<file path="src/hdl/restart_pkg.sv">
package restart_pkg;

    // Clock and time base
    localparam int CLK_PERIOD_NS = 100;
    localparam int TICK_TIME_NS = 100_000_000;
    localparam int TICK_CYCLES = (TICK_TIME_NS + CLK_PERIOD_NS - 1) / CLK_PERIOD_NS;
    localparam int SUCCESS_TIME_NS = 1_000_000_000;
    localparam int SUCCESS_CYCLES = (SUCCESS_TIME_NS + CLK_PERIOD_NS - 1) / CLK_PERIOD_NS;

    // Register byte offsets
    localparam logic [7:0] OFF_MODE = 8'h00;
    localparam logic [7:0] OFF_LIMIT = 8'h04;
    localparam logic [7:0] OFF_WAIT = 8'h08;
    localparam logic [7:0] OFF_MON_RESTART = 8'h0C;
    localparam logic [7:0] OFF_MON_RESET = 8'h10;
    localparam logic [7:0] OFF_TICK = 8'h14;
    localparam logic [7:0] OFF_STATUS = 8'h18;

    // Restart modes
    localparam logic [7:0] MODE_OFF = 8'h00;
    localparam logic [7:0] MODE_ACK_ONLY = 8'h01;
    localparam logic [7:0] MODE_PF = 8'h04;
    localparam logic [7:0] MODE_FAULT = 8'h06;
    localparam logic [7:0] MODE_PF_MANUAL = 8'h0E;
    localparam logic [7:0] MODE_FAULT_MANUAL = 8'h10;
    localparam logic [7:0] MODE_ALWAYS = 8'h1A;

    // Values after reset; times in ticks of 100 ms
    localparam logic [7:0] MODE_RST = 8'h00;
    localparam logic [7:0] LIMIT_RST = 8'h03;
    localparam logic [15:0] WAIT_RST = 16'h000A;
    localparam logic [15:0] MON_RESTART_RST = 16'h0258;
    localparam logic [15:0] MON_RESET_RST = 16'h0000;

    typedef struct packed {
        logic [7:0] mode;
        logic [7:0] limit;
        logic [15:0] wait_time;
        logic [15:0] mon_restart;
        logic [15:0] mon_reset;
        logic [23:0] tick;
    } cfg_t;

    typedef struct packed {
        logic fault;
        logic power_fail;
        logic run;
        logic manual_ack;
        logic start_done;
    } drive_in_t;

    typedef struct packed {
        logic auto_ack;
        logic switch_on;
        logic exhausted;
    } drive_out_t;

    typedef enum logic [2:0] {
        S_IDLE, S_ACK_WAIT, S_DELAY, S_START, S_PROVE, S_RUN, S_EXHAUST
    } seq_state_t;

endpackage

</file>
<file path="src/hdl/automatic_restart_sequencer.sv">
// Contract
// - Mode resets to 0; mode 0 neither acknowledges nor restarts.
// - Mode 1 acknowledges every fault, never switches the motor on.
// - Mode 4 restarts after power failure only, no further attempts.
// - Mode 6 restarts after any fault, retrying while attempts remain.
// - Mode 14 restarts after power failure only after manual acknowledge.
// - Mode 16 restarts after a fault only after manual acknowledge.
// - Mode 26 acknowledges all faults, restarts whenever run is high.
// - Attempt limit resets to 3, matters only in modes 4,6,14,16,26.
// - Attempt counter drops by one after each acknowledgement.
// - Limit n allows n+1 attempts, then restart exhausted fault.
// - Counter reloads when counter-reset time elapses after a success.
// - After exhaustion, ramp stop plus acknowledge reloads the counter.
// - Changing limit or mode by a write reloads the counter.
// - Wait time resets to 1.0 s, used only in modes 4,6,26.
// - Smaller wait time gives an earlier switch-on.
// - Switch-on is attempted only while run command is high.
// - Attempt succeeds when no fault for one second after start done.
// - Restart monitor, default 60 s, from fault; expiry gives exhausted.
//
// The AHB-Lite register port and the register offsets are this design's own decisions.
`timescale 1ns/1ps
module automatic_restart_sequencer #(
    parameter int TICK_DEFAULT = restart_pkg::TICK_CYCLES,
    parameter int SUCCESS_CNT = restart_pkg::SUCCESS_CYCLES
) (
    // Clock and reset
    input wire logic hclk,
    input wire logic hresetn,
    // AHB-Lite slave
    input wire logic hsel,
    input wire logic [31:0] haddr,
    input wire logic [1:0] htrans,
    input wire logic hwrite,
    input wire logic [2:0] hsize,
    input wire logic [31:0] hwdata,
    input wire logic hready,
    output logic [31:0] hrdata,
    output logic hreadyout,
    output logic hresp,
    // Drive side
    input wire restart_pkg::drive_in_t drive_in,
    output restart_pkg::drive_out_t drive_out
);

    function automatic logic restarts(input logic [7:0] m);
        return m == restart_pkg::MODE_PF || m == restart_pkg::MODE_FAULT
            || m == restart_pkg::MODE_PF_MANUAL || m == restart_pkg::MODE_FAULT_MANUAL
            || m == restart_pkg::MODE_ALWAYS;
    endfunction

    // Bus and configuration state
    restart_pkg::cfg_t cfg_reg, cfg_next;
    logic [7:0] addr_reg, addr_next;
    logic wr_reg, wr_next;
    logic rd_reg, rd_next;
    logic [31:0] hrdata_reg, hrdata_next;
    logic hready_reg, hready_next;
    logic chg_reg, chg_next;

    // Sequencer state
    restart_pkg::seq_state_t st_reg, st_next;
    restart_pkg::drive_in_t s1_reg, s2_reg, prev_reg;
    restart_pkg::drive_out_t out_reg, out_next;
    logic [23:0] tick_cnt_reg, tick_cnt_next;
    logic tick_reg, tick_next;
    logic [8:0] rem_reg, rem_next;
    logic [15:0] tmr_reg, tmr_next;
    logic tmr_on_reg, tmr_on_next;
    logic [15:0] mon_reg, mon_next;
    logic mon_on_reg, mon_on_next;
    logic [23:0] prove_reg, prove_next;

    logic [31:0] status;
    logic fault_rise, pf_rise, ack_rise, fault_ev, run;
    logic pf_only, manual, wait_mode, ack_ok;
    logic try_go, try_auto, fail;

    assign status = {17'h00000, mon_on_reg, out_reg.exhausted, out_reg.switch_on,
        st_reg, rem_reg};

    // Register file and bus slave; reads take one wait state
    always_comb
    begin
        cfg_next = cfg_reg;
        addr_next = addr_reg;
        wr_next = 1'b0;
        rd_next = 1'b0;
        hrdata_next = hrdata_reg;
        hready_next = 1'b1;
        chg_next = 1'b0;
        if (wr_reg)
        begin
            unique case (addr_reg)
                restart_pkg::OFF_MODE: cfg_next.mode = hwdata[7:0];
                restart_pkg::OFF_LIMIT: cfg_next.limit = hwdata[7:0];
                restart_pkg::OFF_WAIT: cfg_next.wait_time = hwdata[15:0];
                restart_pkg::OFF_MON_RESTART: cfg_next.mon_restart = hwdata[15:0];
                restart_pkg::OFF_MON_RESET: cfg_next.mon_reset = hwdata[15:0];
                restart_pkg::OFF_TICK: cfg_next.tick = hwdata[23:0];
                default: cfg_next = cfg_reg;
            endcase
            chg_next = (cfg_next.mode != cfg_reg.mode) || (cfg_next.limit != cfg_reg.limit);
        end
        if (rd_reg)
        begin
            unique case (addr_reg)
                restart_pkg::OFF_MODE: hrdata_next = {24'h000000, cfg_reg.mode};
                restart_pkg::OFF_LIMIT: hrdata_next = {24'h000000, cfg_reg.limit};
                restart_pkg::OFF_WAIT: hrdata_next = {16'h0000, cfg_reg.wait_time};
                restart_pkg::OFF_MON_RESTART: hrdata_next = {16'h0000, cfg_reg.mon_restart};
                restart_pkg::OFF_MON_RESET: hrdata_next = {16'h0000, cfg_reg.mon_reset};
                restart_pkg::OFF_TICK: hrdata_next = {8'h00, cfg_reg.tick};
                restart_pkg::OFF_STATUS: hrdata_next = status;
                default: hrdata_next = 32'h00000000;
            endcase
        end
        if (hsel && hready && htrans[1])
        begin
            addr_next = {haddr[7:2], 2'b00};
            wr_next = hwrite;
            rd_next = !hwrite;
            hready_next = hwrite;
        end
    end

    always_ff @(posedge hclk or negedge hresetn)
    begin
        if (!hresetn)
        begin
            cfg_reg <= '{restart_pkg::MODE_RST, restart_pkg::LIMIT_RST,
                restart_pkg::WAIT_RST, restart_pkg::MON_RESTART_RST,
                restart_pkg::MON_RESET_RST, 24'(TICK_DEFAULT)};
            addr_reg <= 8'h00;
            wr_reg <= 1'b0;
            rd_reg <= 1'b0;
            hrdata_reg <= 32'h00000000;
            hready_reg <= 1'b1;
            chg_reg <= 1'b0;
        end
        else
        begin
            cfg_reg <= cfg_next;
            addr_reg <= addr_next;
            wr_reg <= wr_next;
            rd_reg <= rd_next;
            hrdata_reg <= hrdata_next;
            hready_reg <= hready_next;
            chg_reg <= chg_next;
        end
    end

    assign hrdata = hrdata_reg;
    assign hreadyout = hready_reg;
    assign hresp = 1'b0;

    // Drive-side decode
    always_comb
    begin
        fault_rise = s2_reg.fault && !prev_reg.fault;
        pf_rise = s2_reg.power_fail && !prev_reg.power_fail;
        ack_rise = s2_reg.manual_ack && !prev_reg.manual_ack;
        fault_ev = fault_rise || pf_rise;
        run = s2_reg.run;
        pf_only = cfg_reg.mode == restart_pkg::MODE_PF
            || cfg_reg.mode == restart_pkg::MODE_PF_MANUAL;
        manual = cfg_reg.mode == restart_pkg::MODE_PF_MANUAL
            || cfg_reg.mode == restart_pkg::MODE_FAULT_MANUAL;
        wait_mode = cfg_reg.mode == restart_pkg::MODE_PF
            || cfg_reg.mode == restart_pkg::MODE_FAULT
            || cfg_reg.mode == restart_pkg::MODE_ALWAYS;
        ack_ok = cfg_reg.mode == restart_pkg::MODE_ACK_ONLY
            || cfg_reg.mode == restart_pkg::MODE_ALWAYS
            || ((cfg_reg.mode == restart_pkg::MODE_PF
            || cfg_reg.mode == restart_pkg::MODE_FAULT) && run);
    end

    // Sequencer
    always_comb
    begin
        st_next = st_reg;
        out_next = out_reg;
        out_next.auto_ack = 1'b0;
        rem_next = rem_reg;
        tmr_next = tmr_reg;
        tmr_on_next = tmr_on_reg;
        mon_next = mon_reg;
        mon_on_next = mon_on_reg;
        prove_next = prove_reg;
        try_go = 1'b0;
        try_auto = 1'b0;
        fail = 1'b0;
        tick_next = tick_cnt_reg == 24'h000000;
        tick_cnt_next = tick_next ? cfg_reg.tick - 24'h000001 : tick_cnt_reg - 24'h000001;
        if (cfg_reg.tick == 24'h000000)
        begin
            tick_cnt_next = 24'h000000;
        end
        if (tick_reg && mon_on_reg && mon_reg != 16'h0000)
        begin
            mon_next = mon_reg - 16'h0001;
        end
        unique case (st_reg)
            restart_pkg::S_IDLE, restart_pkg::S_RUN:
            begin
                // mode 0 ignores, mode 1 only acknowledges
                if (fault_ev && cfg_reg.mode == restart_pkg::MODE_ACK_ONLY)
                begin
                    out_next.auto_ack = 1'b1;
                end
                else if (fault_ev && restarts(cfg_reg.mode) && (!pf_only || pf_rise))
                begin
                    mon_next = cfg_reg.mon_restart;
                    mon_on_next = cfg_reg.mon_restart != 16'h0000;
                    tmr_on_next = 1'b0;
                    st_next = restart_pkg::S_IDLE;
                    fail = 1'b1;
                end
                else if (st_reg == restart_pkg::S_RUN)
                begin
                    if (!run)
                    begin
                        st_next = restart_pkg::S_IDLE;
                    end
                    if (tmr_on_reg && tick_reg)
                    begin
                        tmr_next = tmr_reg - 16'h0001;
                    end
                end
            end
            restart_pkg::S_ACK_WAIT:
            begin
                if (ack_rise)
                begin
                    try_go = 1'b1;
                end
            end
            restart_pkg::S_DELAY:
            begin
                if (tmr_reg != 16'h0000)
                begin
                    if (tick_reg)
                    begin
                        tmr_next = tmr_reg - 16'h0001;
                    end
                end
                else if (run)
                begin
                    st_next = restart_pkg::S_START;
                end
            end
            restart_pkg::S_START, restart_pkg::S_PROVE:
            begin
                if (fault_ev)
                begin
                    // no further attempts in mode 4
                    st_next = restart_pkg::S_IDLE;
                    fail = cfg_reg.mode != restart_pkg::MODE_PF;
                end
                else if (!run)
                begin
                    st_next = restart_pkg::S_IDLE;
                end
                else if (st_reg == restart_pkg::S_START && s2_reg.start_done)
                begin
                    st_next = restart_pkg::S_PROVE;
                    prove_next = 24'(SUCCESS_CNT - 1);
                end
                else if (st_reg == restart_pkg::S_PROVE && prove_reg == 24'h000000)
                begin
                    st_next = restart_pkg::S_RUN;
                    mon_on_next = 1'b0;
                    tmr_next = cfg_reg.mon_reset;
                    tmr_on_next = cfg_reg.mon_reset != 16'h0000;
                end
                else if (st_reg == restart_pkg::S_PROVE)
                begin
                    prove_next = prove_reg - 24'h000001;
                end
            end
            restart_pkg::S_EXHAUST:
            begin
                if (ack_rise && !run)
                begin
                    st_next = restart_pkg::S_IDLE;
                    out_next.exhausted = 1'b0;
                    rem_next = {1'b0, cfg_reg.limit} + 9'h001;
                end
            end
        endcase
        if (fail)
        begin
            st_next = restart_pkg::S_IDLE;
            if (manual)
            begin
                st_next = restart_pkg::S_ACK_WAIT;
            end
            else if (ack_ok)
            begin
                try_go = 1'b1;
                try_auto = 1'b1;
            end
        end
        if (try_go)
        begin
            if (rem_reg == 9'h000)
            begin
                st_next = restart_pkg::S_EXHAUST;
                out_next.exhausted = 1'b1;
                mon_on_next = 1'b0;
            end
            else
            begin
                rem_next = rem_reg - 9'h001;
                out_next.auto_ack = try_auto;
                st_next = restart_pkg::S_DELAY;
                // wait only in modes 4, 6, 26
                tmr_next = wait_mode ? cfg_reg.wait_time : 16'h0000;
                tmr_on_next = 1'b0;
            end
        end
        if (mon_on_reg && mon_reg == 16'h0000 && st_reg != restart_pkg::S_EXHAUST)
        begin
            st_next = restart_pkg::S_EXHAUST;
            out_next.exhausted = 1'b1;
            mon_on_next = 1'b0;
        end
        if (st_reg == restart_pkg::S_RUN && tmr_on_reg && tmr_reg == 16'h0000)
        begin
            rem_next = {1'b0, cfg_reg.limit} + 9'h001;
            tmr_on_next = 1'b0;
        end
        if (chg_reg)
        begin
            rem_next = {1'b0, cfg_reg.limit} + 9'h001;
        end
        out_next.switch_on = st_next == restart_pkg::S_START
            || st_next == restart_pkg::S_PROVE || st_next == restart_pkg::S_RUN;
    end

    always_ff @(posedge hclk or negedge hresetn)
    begin
        if (!hresetn)
        begin
            s1_reg <= '0;
            s2_reg <= '0;
            prev_reg <= '0;
            st_reg <= restart_pkg::S_IDLE;
            out_reg <= '0;
            tick_cnt_reg <= 24'h000000;
            tick_reg <= 1'b0;
            rem_reg <= {1'b0, restart_pkg::LIMIT_RST} + 9'h001;
            tmr_reg <= 16'h0000;
            tmr_on_reg <= 1'b0;
            mon_reg <= 16'h0000;
            mon_on_reg <= 1'b0;
            prove_reg <= 24'h000000;
        end
        else
        begin
            s1_reg <= drive_in;
            s2_reg <= s1_reg;
            prev_reg <= s2_reg;
            st_reg <= st_next;
            out_reg <= out_next;
            tick_cnt_reg <= tick_cnt_next;
            tick_reg <= tick_next;
            rem_reg <= rem_next;
            tmr_reg <= tmr_next;
            tmr_on_reg <= tmr_on_next;
            mon_reg <= mon_next;
            mon_on_reg <= mon_on_next;
            prove_reg <= prove_next;
        end
    end

    assign drive_out = out_reg;

endmodule

</file>
<file path="config.mk">
export PLATFORM = sky130hd
export DESIGN_NAME = automatic_restart_sequencer
export DESIGN_NICKNAME = d
export VERILOG_FILES = /design/src/hdl/restart_pkg.sv /design/src/hdl/automatic_restart_sequencer.sv
export SDC_FILE = /design/constraint.sdc
export NUM_CORES = 1
export LEC_CHECK = 0
export BUFFER_PORTS_ARGS = -buffer_cell sky130_fd_sc_hd__buf_2
export CORE_ASPECT_RATIO = 0.8
export CORE_UTILIZATION = 47
export CTS_CLUSTER_SIZE = 25
export DETAILED_ROUTE_END_ITERATION = 16
export PLACE_DENSITY = 0.79
export SYNTH_ARGS = -nofsm -noshare
export SYNTH_HDL_FRONTEND = slang
export SYNTH_SLANG_ARGS = --single-unit
</file>
<file path="constraint.sdc">
create_clock -name hclk -period 3.1 [get_ports hclk]
set_input_delay 0.31 -clock hclk [delete_from_list [all_inputs] [get_ports hclk]]
set_output_delay 0.31 -clock hclk [all_outputs]
set_load 0.02 [all_outputs]
</file>
==> results.md <==
- Number of enable flip-flop cells after synthesis: 0
- CTS tree: built
- Core area: approximately 25000 um^2
- Sequential cell area: about 5900 um^2
- Final hold vios: 0
- Multi-input logic area: between 5000 and 6000 um^2
- Max reg flops: between 80 and 90
- R2r endpoint: rem_reg[7]$_DFF_PN0_
- Static Leak: about 0.006 uW
- Max_slew headroom: between 20 and 25%
- Routability congestion estimate: between 0.9 and 1
- Global route overflow: 0
- Post-Synthesis Cells: about 1200
- Worst Path Buf+Inv: 1
- Setup Buffers After CTS: 0
- CTS Buf Count: 25
- Element type at the critical path start: flop
- Drt first pass iters: 7
- Worst-path cell chain: inv_1 > ha_1 > or3b_1 > or3_1 > or3_1 > nor2_1 > a21oi_4 > nor2b_4 > o21ba_2 > o311a_1
- VDD IR max: 0.5044 mV
- Worst Max-Slew Pin Slew: around 1.2 ns
- Yosys warns: 0
- Setup TNS: 0 ns
- Power, Total: 10400 uW
- Clock Tree Buf Depth: 3
- Ant. Diodes: 0
- Worst Reg2Reg Path Length in Cells: 10
- RSZ-0062 raised after global routing: false
- First-pass GRT wire length: 54320 um
- CTS sink count: 233
- CP Class: flop to flop
- Yosys reg bits: 233
- Final setup violation count: 0
- Delay-heaviest family, CP: simple AND/OR/NAND/NOR gates
- Met1 Use GR: between 30% and 40%
- Cell mode on critical path: or3_1
- ANT nets after route: 0
- Register area share after synthesis: between 40 and 50%
- Count of pins over their slew limit: 0
- Crit path capture type: flop
- Syn Area/Cell: approximately 10 um^2
- H-tree levels: 1
- Ys flop type: dfrtp_1
- Die X: 181.9 um
- Worst min path class: primary input to flop
- Initial antenna violation count: 0
- # rows: 52
- 1st-iter DRT viols: 1259
- Residual DRC: 0
- PortBufs: 68
- Skew-Pair Late Insertion Delay: 0.55 ns
- Tcrit/Tclk final: between 90% and 100%
- Initial Util: a little under half
- GRT Util Overall: between 20% and 30%
- Asr flop ratio synth: 100.0%
- Period minus WS final: 2.920 ns
- Via density: 6.262
- I/O pin count: 116
- Most common cell after layout, fill and taps aside: dfrtp_1
- DP Cell Count: 1590
- Vias in the first global route: about 9900
- Outcome: completed
- Drt total wl: approximately 34000 um
- PwrDens: about 740 nW/um^2
- Layout cells sized above 1: 22.27%
- Total number of vias: 10350
- Post-Synthesis Cell Area: 12170 um^2
- Hpwl dp: between 20000 and 25000 um
- CTS clk-pin slew, worst paths: approximately 0.07 ns
- Fillers: 2164
- Worst reg2reg startpoint: rem_reg[1]$_DFF_PN0_
- Setup Skew: slightly above 0.03 ns
- Area grow syn2layout: 15.76%
- Critical path arrival: ~3.4 ns
- Post-synth cell types: 88
- WP depth: 10
- Non-Filler Instances: about 1700
- CTS Root Buffer Type: clkbuf_16
- Grt met3 use: 5.981%
- Max-cap violations: 0
- Die ar.: roughly 27000 um^2
- Crit-path max cell delay: approximately 0.4 ns
- WL/cell: 20.41 um
- GRT busiest layer: met1
- Fin util: a little under three fifths
- Hold depth: 2
- Pin count of the biggest net entering global routing: a little under 90
- Commonest cells after routing, fill and taps aside: dfrtp_1 (216), nor2_1 (126), mux2_2 (96)
- R2R Setup Slk: about 0.18 ns
- Hold path endpoint: cfg_reg[20]$_DFFE_PN0P_
- Worst-path maximum fanout: 12
- Nets@finish: ~1400
- Die height: 146.0 um
- Worst EP required: between 3 and 4 ns
- Slowest cell on the critical path: dfrtp_1
- Met2 Usage GRT: 37.38%
- Max Clk Rate: between 300 and 400 MHz
- Worst Hold Launch: hwdata[20]
synthesized netlist by cell type, types with 3 or more instances:
library cell / instances / area share, %
o221ai_1: 3 / 0.22
nor2_1: 126 / 3.9
buf_2: 9 / 0.37
dfstp_2: 17 / 3.7
nor3b_1: 3 / 0.18
clkbuf_1: 50 / 1.5
or4_1: 7 / 0.43
a21oi_1: 67 / 2.8
nor2b_1: 6 / 0.31
nand3_1: 43 / 1.8
nand2_1: 76 / 2.3
nand4b_1: 4 / 0.29
and3_1: 6 / 0.31
ha_1: 9 / 0.92
o21ai_0: 55 / 2.3
a41oi_1: 9 / 0.65
a31oi_1: 20 / 1.0
o22ai_1: 5 / 0.26
and2_1: 6 / 0.31
a222oi_1: 18 / 1.5
or3_1: 18 / 0.92
o311a_1: 6 / 0.49
or2_2: 4 / 0.21
nand3b_1: 5 / 0.31
mux2_2: 96 / 8.9
dfrtp_1: 216 / 44
nor4b_1: 3 / 0.22
nand2b_1: 17 / 0.87
o211ai_1: 4 / 0.25
nand4_1: 17 / 0.87
a221oi_1: 10 / 0.72
a311o_1: 3 / 0.25
buf_4: 9 / 0.55
buf_1: 3 / 0.092
o31ai_1: 4 / 0.25
xor2_1: 20 / 1.4
nor3_1: 37 / 1.5
nor4_1: 33 / 1.7
a22oi_1: 28 / 1.7
inv_1: 27 / 0.83
a21o_1: 6 / 0.37
a211oi_1: 3 / 0.18
xnor2_1: 51 / 3.7
through the flow:
| step | hold slack (ns) | worst slack [ns] | cell area (um^2) |
|---|---|---|---|
| 6_report | 0.01855 | 0.1795 | 14090 |
| 5_1_grt | 0.005052 | 0.02031 | 14090 |
| 4_1_cts | 0.0008737 | 0.1162 | 14080 |
| 3_5_place_dp | 0.3362 | 0.1223 | 13030 |
| 3_3_place_gp | 0.3337 | 0.1838 | 13030 |
| 2_1_floorplan | 0.01441 | 0.03221 | 12200 |
kinds of logic after synthesis:
group | count (synthesis) | share of synthesized area, %
multiplexers | 97 | 8.962
flip-flops | 233 | 48.07
AO/OA/AOI/OAI | 276 | 15.49
adder cells (fa/ha/maj) | 9 | 0.9250
other | 1 | 0.03080
buffers and inverters | 101 | 3.546
AND/OR/NAND/NOR | 429 | 17.87
XOR/XNOR | 71 | 5.108
cell type report:
class	instances	share of cell area, %
Tap cell	324	2.877
Clock buffer	30	4.715
Multi-Input combinational cell	891	42.16
Inverter	29	0.7724
Timing Repair Buffer	130	6.357
Sequential cell	233	41.53
Clock inverter	16	1.598
what timing repair did:
item                                    CTS  global route
endpoints found under the hold margin    92             1
endpoints found under the setup margin    0             1
hold buffers                             16             1
resized for setup                         0             1
layer usage:
layer	wire length (um)	share of wire [%]
met3	3414	10
met1	14620	43
met4	896	2.7
met2	14810	44
met5	0	0
how the worst max path moves through the flow:
stage / start / to
2_1_floorplan: tick_cnt_reg[11]$_DFF_PN0_ / tick_cnt_reg[22]$_DFF_PN0_
3_3_place_gp: rem_reg[1]$_DFF_PN0_ / rem_reg[7]$_DFF_PN0_
3_5_place_dp: rem_reg[1]$_DFF_PN0_ / rem_reg[7]$_DFF_PN0_
4_1_cts: rem_reg[1]$_DFF_PN0_ / rem_reg[7]$_DFF_PN0_
5_1_grt: tick_cnt_reg[19]$_DFF_PN0_ / tick_cnt_reg[10]$_DFF_PN0_
6_report: rem_reg[1]$_DFF_PN0_ / rem_reg[7]$_DFF_PN0_
power by group:
group / internal, uW / total [uW] / leakage (uW) / switching (uW)
sequential: 3700 / 4500 / 0.00281 / 795
clock: 1890 / 3220 / 0.000428 / 1320
combinational: 1200 / 2690 / 0.00259 / 1490
total: 6800 / 10400 / 0.00583 / 3600
(Power assumes the default switching activity.)
